`src/pei_pkg.sv`:
```
// Purpose: constants shared by the event status and interrupt control block
// Assumes: 16-bit management registers reached over a plain register port
// Notes:   offsets are register indices on the management port
package pei_pkg;
    localparam logic [4:0]  ADDR_CONTROL    = 5'h11;
    localparam logic [4:0]  ADDR_STATUS     = 5'h12;
    localparam logic [4:0]  ADDR_CTRL_TWO   = 5'h1C;
    localparam int          NUM_EVENTS      = 8;
    localparam int          STAT_LSB        = 8;
    localparam int          CTL_TEST_BIT    = 2;
    localparam int          CTL_GLOBAL_BIT  = 1;
    localparam int          CTL_OE_BIT      = 0;
    localparam int          CTL_DUPSEL_BIT  = 3;
    localparam int          SEL_HI_BIT      = 8;
    localparam int          SEL_LO_BIT      = 7;
    localparam logic [15:0] RESET_STATUS    = 16'h0000;
    localparam logic [3:0]  RESET_CONTROL   = 4'h0;
    localparam logic [1:0]  RESET_SEL       = 2'h0;
    localparam logic [15:0] READ_ZERO       = 16'h0000;
endpackage

```
`src/pei_evt_if.sv`:
```
// Purpose: carries mapped events and the read clear into the event latch
// Assumes: single clock domain
// Notes:   event bit order matches status bits 15 down to 8
`timescale 1ns/1ps
`default_nettype none
interface pei_evt_if;
    logic [7:0] evt;
    logic       clear;
    logic [7:0] pending;
    modport src (output evt, output clear, input pending);
    modport dst (input evt, input clear, output pending);
endinterface
`default_nettype wire

```
`src/pei_evt_latch.sv`:
```
// Purpose: sticky clear-on-read event flags
// Assumes: clear is a one-cycle pulse from a status read
// Notes:   a new event in the clear cycle survives
`timescale 1ns/1ps
`default_nettype none
module pei_evt_latch
    import pei_pkg::*;
(
    input  wire logic CLK,
    input  wire logic RST,
    pei_evt_if.dst    ev
);
    logic [7:0] flag_reg;
    logic [7:0] flag_next;

    always_comb begin
        flag_next = (ev.clear ? 8'h00 : flag_reg) | ev.evt;
    end

    always_ff @(posedge CLK or posedge RST) begin
        if (RST) begin
            flag_reg <= RESET_STATUS[15:8];
        end else begin
            flag_reg <= flag_next;
        end
    end

    assign ev.pending = flag_reg;
endmodule
`default_nettype wire

```
`src/pei_top.sv`:
```
// Purpose: event status, per-event enables and interrupt control for the PHY
// Assumes: event inputs are one-cycle pulses synchronous to CLK
// Notes:   read data valid the cycle after the read strobe
//
// Strobed register access was left to the implementer.
`timescale 1ns/1ps
`default_nettype none

// Functional notes
// - status bit sets on any event since the last status read
// - enabled event raises the interrupt
// - interrupt also needs the control register to permit it
// - status flags set regardless of their enables
// - bit 15 quality event, resets 0, cleared by read returning it
// - bit 14 energy detect change, resets 0, clear on read
// - bit 13 link status change, resets 0, clear on read
// - bit 12 speed change, resets 0, clear on read
// - bit 11 duplex change when control bit 3 is 0
// - bit 10 autonegotiation complete, resets 0, clear on read
// - select bits both 0: bit 9 false carrier counter half full
// - any select bit set: bit 9 either counter half full
// - select bits both 0: bit 8 receive error counter half full
// - any select bit set: bit 8 control frame received
// - enables for quality, energy, link at bits 7,6,5, reset 0
// - enables for speed, duplex, autoneg, bit9, bit8 at bits 4..0
// - global enable permits event interrupts; clear blocks them
// - output enable makes shared pin an interrupt output
// - test bit forces interrupt while set
module pei_top
    import pei_pkg::*;
(
    input  wire logic        CLK,
    input  wire logic        RST,
    input  wire logic [4:0]  ADDR,
    input  wire logic [15:0] WDATA,
    input  wire logic        WR,
    input  wire logic        RD,
    output var  logic [15:0] RDATA,
    input  wire logic        QUALITY_EVT,
    input  wire logic        ENERGY_EVT,
    input  wire logic        LINK_EVT,
    input  wire logic        RATE_EVT,
    input  wire logic        DUPLEX_EVT,
    input  wire logic        AUTONEG_EVT,
    input  wire logic        FALSE_CARRIER_HALF,
    input  wire logic        RX_ERROR_HALF,
    input  wire logic        CONTROL_FRAME_EVT,
    input  wire logic        PIN_IN,
    output var  logic        PIN_OUT,
    output var  logic        PIN_OE_N,
    output var  logic        POWERDOWN_REQ
);
    pei_evt_if evif ();

    // ****************************************
    // registers
    // ****************************************
    logic [7:0]  enable_reg;
    logic [7:0]  enable_next;
    logic [3:0]  control_reg;
    logic [3:0]  control_next;
    logic [1:0]  sel_reg;
    logic [1:0]  sel_next;
    logic [15:0] rdata_reg;
    logic [15:0] rdata_next;
    logic        irq_n_reg;
    logic        irq_n_next;
    logic        oe_n_reg;
    logic        oe_n_next;
    logic        pd_reg;
    logic        pd_next;
    logic        alt_mode;
    logic        dup_sel;
    logic [7:0]  evt_vec;
    logic        event_irq;

    // ****************************************
    // decode and gating
    // ****************************************
    logic        wr_status;
    logic        wr_control;
    logic        wr_sel;
    logic        rd_status;
    logic        rd_control;
    logic        rd_sel;
    wire  logic [7:0] armed;

    assign alt_mode = |sel_reg;
    assign dup_sel  = control_reg[CTL_DUPSEL_BIT];

    // ****************************************
    // event mapping
    // ****************************************
    always_comb begin
        evt_vec[7] = QUALITY_EVT;
        evt_vec[6] = ENERGY_EVT;
        evt_vec[5] = LINK_EVT;
        evt_vec[4] = RATE_EVT;
        evt_vec[3] = DUPLEX_EVT & ~dup_sel;
        evt_vec[2] = AUTONEG_EVT;
        if (alt_mode) begin
            evt_vec[1] = FALSE_CARRIER_HALF | RX_ERROR_HALF;
            evt_vec[0] = CONTROL_FRAME_EVT;
        end else begin
            evt_vec[1] = FALSE_CARRIER_HALF;
            evt_vec[0] = RX_ERROR_HALF;
        end
    end

    assign evif.evt      = evt_vec;
    // reading the status register clears every flag it returned
    assign evif.clear    = rd_status;

    pei_evt_latch u_latch (
        .CLK (CLK),
        .RST (RST),
        .ev  (evif)
    );

    // ****************************************
    // address decode
    // ****************************************
    // one strobe per register; unmapped indices fall through as no-ops
    always_comb begin
        wr_status  = 1'b0;
        wr_control = 1'b0;
        wr_sel     = 1'b0;
        rd_status  = 1'b0;
        rd_control = 1'b0;
        rd_sel     = 1'b0;
        case (ADDR)
            ADDR_STATUS: begin
                wr_status = WR;
                rd_status = RD;
            end
            ADDR_CONTROL: begin
                wr_control = WR;
                rd_control = RD;
            end
            ADDR_CTRL_TWO: begin
                wr_sel = WR;
                rd_sel = RD;
            end
            default: begin
                wr_status = 1'b0;
                rd_status = 1'b0;
            end
        endcase
    end

    // ****************************************
    // per-event enable gating
    // ****************************************
    for (genvar g = 0; g < NUM_EVENTS; g++) begin : g_arm
        assign armed[g] = evif.pending[g] & enable_reg[g];
    end

    // ****************************************
    // event enables
    // ****************************************
    always_comb begin
        enable_next = enable_reg;
        if (wr_status) begin
            // flag half of the word is read-only, only enables take the write
            enable_next = WDATA[7:0];
        end
    end

    always_ff @(posedge CLK or posedge RST) begin
        if (RST) begin
            enable_reg <= RESET_STATUS[7:0];
        end else begin
            enable_reg <= enable_next;
        end
    end

    // ****************************************
    // interrupt control
    // ****************************************
    always_comb begin
        control_next = control_reg;
        if (wr_control) begin
            control_next = WDATA[3:0];
        end
    end

    always_ff @(posedge CLK or posedge RST) begin
        if (RST) begin
            control_reg <= RESET_CONTROL;
        end else begin
            control_reg <= control_next;
        end
    end

    // ****************************************
    // counter select
    // ****************************************
    // mode is applied when an event lands, not when the flag is read
    always_comb begin
        sel_next = sel_reg;
        if (wr_sel) begin
            sel_next = WDATA[SEL_HI_BIT:SEL_LO_BIT];
        end
    end

    always_ff @(posedge CLK or posedge RST) begin
        if (RST) begin
            sel_reg <= RESET_SEL;
        end else begin
            sel_reg <= sel_next;
        end
    end

    // ****************************************
    // read data
    // ****************************************
    always_comb begin
        rdata_next = READ_ZERO;
        if (rd_status) begin
            // flags go out as they stand before this read clears them
            rdata_next = {evif.pending, enable_reg};
        end else if (rd_control) begin
            rdata_next = {12'h000, control_reg};
        end else if (rd_sel) begin
            rdata_next = {7'h00, sel_reg, 7'h00};
        end
    end

    always_ff @(posedge CLK or posedge RST) begin
        if (RST) begin
            rdata_reg <= READ_ZERO;
        end else begin
            rdata_reg <= rdata_next;
        end
    end

    // ****************************************
    // interrupt request
    // ****************************************
    // test bit bypasses the global enable so the pin wiring can be proven
    always_comb begin
        event_irq  = (|armed) & control_reg[CTL_GLOBAL_BIT];
        irq_n_next = ~(event_irq | control_reg[CTL_TEST_BIT]);
    end

    always_ff @(posedge CLK or posedge RST) begin
        if (RST) begin
            irq_n_reg <= 1'b1;
        end else begin
            irq_n_reg <= irq_n_next;
        end
    end

    // ****************************************
    // pin direction
    // ****************************************
    always_comb begin
        oe_n_next = ~control_reg[CTL_OE_BIT];
    end

    always_ff @(posedge CLK or posedge RST) begin
        if (RST) begin
            oe_n_reg <= 1'b1;
        end else begin
            oe_n_reg <= oe_n_next;
        end
    end

    // ****************************************
    // power-down request
    // ****************************************
    always_comb begin
        // pin acts as power-down input only while not driven
        pd_next = ~control_reg[CTL_OE_BIT] & ~PIN_IN;
    end

    always_ff @(posedge CLK or posedge RST) begin
        if (RST) begin
            pd_reg <= 1'b0;
        end else begin
            pd_reg <= pd_next;
        end
    end

    // ****************************************
    // outputs
    // ****************************************
    assign RDATA         = rdata_reg;
    assign PIN_OUT       = irq_n_reg;
    assign PIN_OE_N      = oe_n_reg;
    assign POWERDOWN_REQ = pd_reg;
endmodule
`default_nettype wire

```
`config.mk`:
```
export PLATFORM = sky130hd
export DESIGN_NAME = pei_top
export DESIGN_NICKNAME = d
export VERILOG_FILES = /design/src/pei_pkg.sv /design/src/pei_evt_if.sv /design/src/pei_evt_latch.sv /design/src/pei_top.sv
export SDC_FILE = /design/constraint.sdc
export NUM_CORES = 1
export LEC_CHECK = 0
export BUFFER_PORTS_ARGS = -buffer_cell sky130_fd_sc_hd__buf_4
export CAP_MARGIN = 30
export CORE_MARGIN = 2
export CORE_UTILIZATION = 44
export CTS_CLUSTER_SIZE = 10
export DETAILED_ROUTE_END_ITERATION = 10
export PLACE_DENSITY_LB_ADDON = 0.2
export SETUP_SLACK_MARGIN = 0.2
export SYNTH_ARGS = -nofsm -noshare
export SYNTH_HDL_FRONTEND = slang
export SYNTH_SLANG_ARGS = --single-unit
```
`constraint.sdc`:
```
create_clock -name CLK -period 1.1 [get_ports CLK]
set_input_delay 0.22 -clock CLK [delete_from_list [all_inputs] [get_ports CLK]]
set_output_delay 0.22 -clock CLK [all_outputs]
set_load 0.03 [all_outputs]
```
After elaboration in Yosys (flattened, before gate mapping)
Index checks and enable logic that the tools add are counted.

word-level totals
  output and inout bits = 19
  register bits = 41
  word-level logic and storage cells = 42
  bits of input ports = 35

cells by class
  bitwise gates (word level) = 18
  reduce and logical (&&, ||, !) cells = 2
  eq/ne operators = 3
  mux-type cells = 11

operators by type and width
  kind                                         number
  9-bit two-way mux                            2
  16-bit two-way mux                           1
  5-bit equality test (second input constant)  3
  1-bit bitwise AND                            11
  8-bit two-way mux                            1
  8-bit bitwise OR                             1
  8-bit OR reduction                           1
  1-bit two-way mux                            6
  1-bit inverter                               4
  2-bit two-way mux                            1
  1-bit bitwise OR                             2
  2-bit OR reduction                           1

Longest topological paths before layout
  depth after elaboration = 5
  mapped depth = 4
  mapped depth without buffers = 3

Modules after synthesis
From an unflattened synthesis, not the netlist that was laid out.

second synthesis, totals
  cell total of the unflattened synthesis = 109
  area total of the unflattened synthesis = 1581.5 um2

by module, submodules not included
  module         instances  cells each  seq. area each (um2)  area each (um2)
  pei_top        1          91          828.3                 1313.8
  pei_evt_latch  1          18          200.2                 267.8

Least setup slack after synthesis
Ideal clock, no wire load.

  path type = input-to-reg
  start = in ADDR[1]
  end = reg control_reg[0]
  slack = -0.253 ns
  data required time = 0.975 ns
  data arrival time = 1.228 ns
  setup time = 0.125 ns
  stages = 4
  buffers on the path = 1
  path through = nand2b_4 > or4_4 > buf_6 > mux2_4

between the ends
  word-level cells in the longest chain between the ends = 2

ends and longest elaborated chain
  element               line            source
  from (decl)           pei_top.sv:34   input wire logic [4:0] ADDR,
  5-bit equality test   pei_top.sv:131  case (ADDR)
  1-bit two-way mux     pei_top.sv:131
  to (signal assigned)  pei_top.sv:191  control_reg <= control_next;
  to (decl)             pei_top.sv:60   logic [3:0] control_reg;

No other way between the ends.
A chain may end at the register's enable or synchronous reset.

Worst setup path after layout
  start = reg oe_n_reg (netlist: PIN_OE_N)
  end = out PIN_OE_N

RTL lines
  element                 line            source
  from (decl)             pei_top.sv:68   logic oe_n_reg;
  from (signal assigned)  pei_top.sv:265  oe_n_reg <= oe_n_next;
  to (decl)               pei_top.sv:50   output var logic PIN_OE_N,

No word-level cell between the ends.

==> flow_summary_export.csv <==
group,metric,value,unit
outcome,outcome,"complete, but fails checks",
outcome,violations,"setup timing",
yosys,yosysTopAreaCellShare,61.9,%
clocking,clock_latency,0.34,ns
floorplanning,pin_count,54,
critical_path,worstSetupPathType,"flip-flop to output port",
routing,drt-initial-drc-count,40,
grt,grt_max_degree,18,
layout,final_cell_mix,"buf_4, dfrtp_1, buf_6",
layout,final_cells,239,
clocking,cts-root-buf,"clkbuf_4",
yosys,ys_warn_count,0,
yosys,ys_seq_area_share,65.2,%
sta,setup-tns-final,-0.251,ns
critical_path,path_cells,"buf_6",
routing,viasPerCell,5.02,
routing,first_pass_iters,4,
floorplanning,initial_core_util,46.5,%
critical_path,cp.required,0.88,ns
grt,first_global_vias,1210,
worst_hold_path,hp-class,"input port to flip-flop",
power,p_leak,1.24,nW
yosys,syn-cell-area,1580,µm²
floorplanning,core.rowCount,21,
critical_path,endpoint_kind,"output port",
routing,drc,0,
clocking,cts_buffers,5,
layout,drive_above_1_share,60.1,%
sta,hold_slack,0.0505,ns
critical_path,rr_worst_depth,2,
critical_path,crit_path_start_kind,"flip-flop",
place,place_ws,-0.335,ns
clocking,clkTransAtPathRegs,0.11,ns
place,dp.cells,211,
run,maxCapViolCount,0,
floorplanning,die_w,63.9,µm
clocking,clockBufferDepth,2,
floorplanning,core-area,3390,µm²
critical_path,slowest_stage,"dfstp_2",
power,power.density,1320,nW/µm²
routing,vias,1199,
yosys,ys_ff_latch,41,
layout,layout.nets,227,
place,post-dp-hpwl,2540,µm
grt,grt_pass1_wl,5790,µm
critical_path,timing.rr.start,"sel_reg[1]",
floorplanning,die_height,63.9,µm
routing,routed_wl,3790,µm
power,ir_drop,0.862,mV
sta,setup_viol,3,
sta,fin_ws,-0.124,ns
layout,final_area,2510,µm²
place,place_congestion,0.796,
yosys,synth_edf_count,0,
yosys,async_flop_share,100,%
critical_path,crit_fanout,1,
critical_path,crit_arrival,1.00,ns
clocking,htreeDepth,2,
critical_path,path_buf_inv,1,
yosys,synth.area.top_cells,"dfrtp_1, mux2_2, and2_1",
layout,final_common_cell,"buf_4",
worst_hold_path,min_delay_path_depth,2,
grt,antenna_found_initial,0,
worst_hold_path,min_to,"u_latch.ev.pending[5]",
sta,fmax,0.817,GHz
yosys,synthFlopType,"dfrtp_1",
yosys,yosysTopAreaCell,"dfrtp_1",
sta,worst_pin_slew,0.241,ns
layout,diodes,0,
grt,overflow,0,
critical_path,rrSetupSlack,0.04,ns
yosys,ys_types,23,
critical_path,slowest_delay,0.54,ns
sta,slew_violations,0,
sta,relSlewSlack,83.9,%
routing,wl_per_cell,15.8,µm
yosys,synth_fp_nets,142,
sta,rsz0062_at_grt,"true",
critical_path,critical_path.top_delay_family,"flip-flops",
power,finalPower,3.30,mW
yosys,avgSynthCellArea,14.7,µm²
grt,grt.total_usage,19.1,%
yosys,syn_inst,107,
place,portBuffers,46,
sta,fin_skew,0.00550,ns
layout,largest_register_ffs,16,
layout,final_core_util,74.1,%
sta,fin_crit_sh,111,%
place,placed_cell_area,2150,µm²
clocking,cts_tree,"built",
sta,post-route-min-period,1.22,ns
worst_hold_path,min_from,"LINK_EVT",
floorplanning,dieArea,4080,µm²
layout,synthToLayoutAreaGrowth,59.3,%
clocking,cts_sinks,41,
sta,finalHoldViolations,0,
routing,antenna_left,0,
critical_path,r2r-end,"u_latch.ev.pending[0]",
[what timing repair did]
item / 4_1_cts / 5_1_grt
setup endpoints to repair: 35 / 43
pin swaps: 5 / 2
gates resized for setup: 28 / 7
hold buffers: 1 / 1
buffers inserted: 9 / 9
hold endpoints to repair: 11 / 1
[report_power, final]
part,internal (mW),switching [mW],leakage (nW)
sequential,1.65,0.120,0.506
clock,0.371,0.455,0.0413
combinational,0.446,0.260,0.689
[Yosys cell counts (2+ instances only)]
| cell type | count |
|---|---|
| a22o_1 | 7 |
| a221o_1 | 2 |
| dfrtp_1 | 39 |
| nand2_1 | 2 |
| a22oi_1 | 4 |
| nor2_1 | 5 |
| and2_1 | 10 |
| inv_1 | 4 |
| a21o_1 | 5 |
| nand4_1 | 3 |
| mux2_4 | 4 |
| mux2_2 | 10 |
| dfstp_2 | 2 |
[metal layers]
layer / vias up / GRT usage, % / routed length [µm]
li1: 554 / - / -
met1: 584 / 23.2 / 1510
met2: 56 / 31.5 / 2010
met3: 5 / 6.34 / 218
met4: 0 / 7.34 / 48
met5: - / 0 / 0
[how the worst max path moves through the flow]
| stage | cells after the start | start | end |
|---|---|---|---|
| final | 1 | PIN_OE_N | PIN_OE_N |
| after global routing | 1 | PIN_OUT | PIN_OUT |
| after CTS | 1 | PIN_OE_N | PIN_OE_N |
| after detailed placement | 4 | ADDR[1] | control_reg[2] |
| after global placement | 4 | ADDR[1] | control_reg[0] |
| after floorplan | 4 | ADDR[1] | control_reg[0] |
[layout make-up]
class / count / area, µm²
sequential: 41 / 1030
clock inverter: 1 / 5.00
inverter: 4 / 18.8
timing repair buffer: 80 / 732
fill: 230 / 878
tap: 46 / 57.6
multi-input combinational: 60 / 604
clock buffer: 7 / 65.1
[cell families (layout without fill, tap and decap cells)]
group                  Yosys count  count (layout)  share of synthesized area, %
buffers and inverters            6              92                          1.90
AND/OR/NAND/NOR                 27              27                          12.1
AO/OA/AOI/OAI                   19              19                          9.76
flip-flops                      41              41                          65.2
multiplexers                    14              14                          11.0
(Power assumes the default switching activity.)
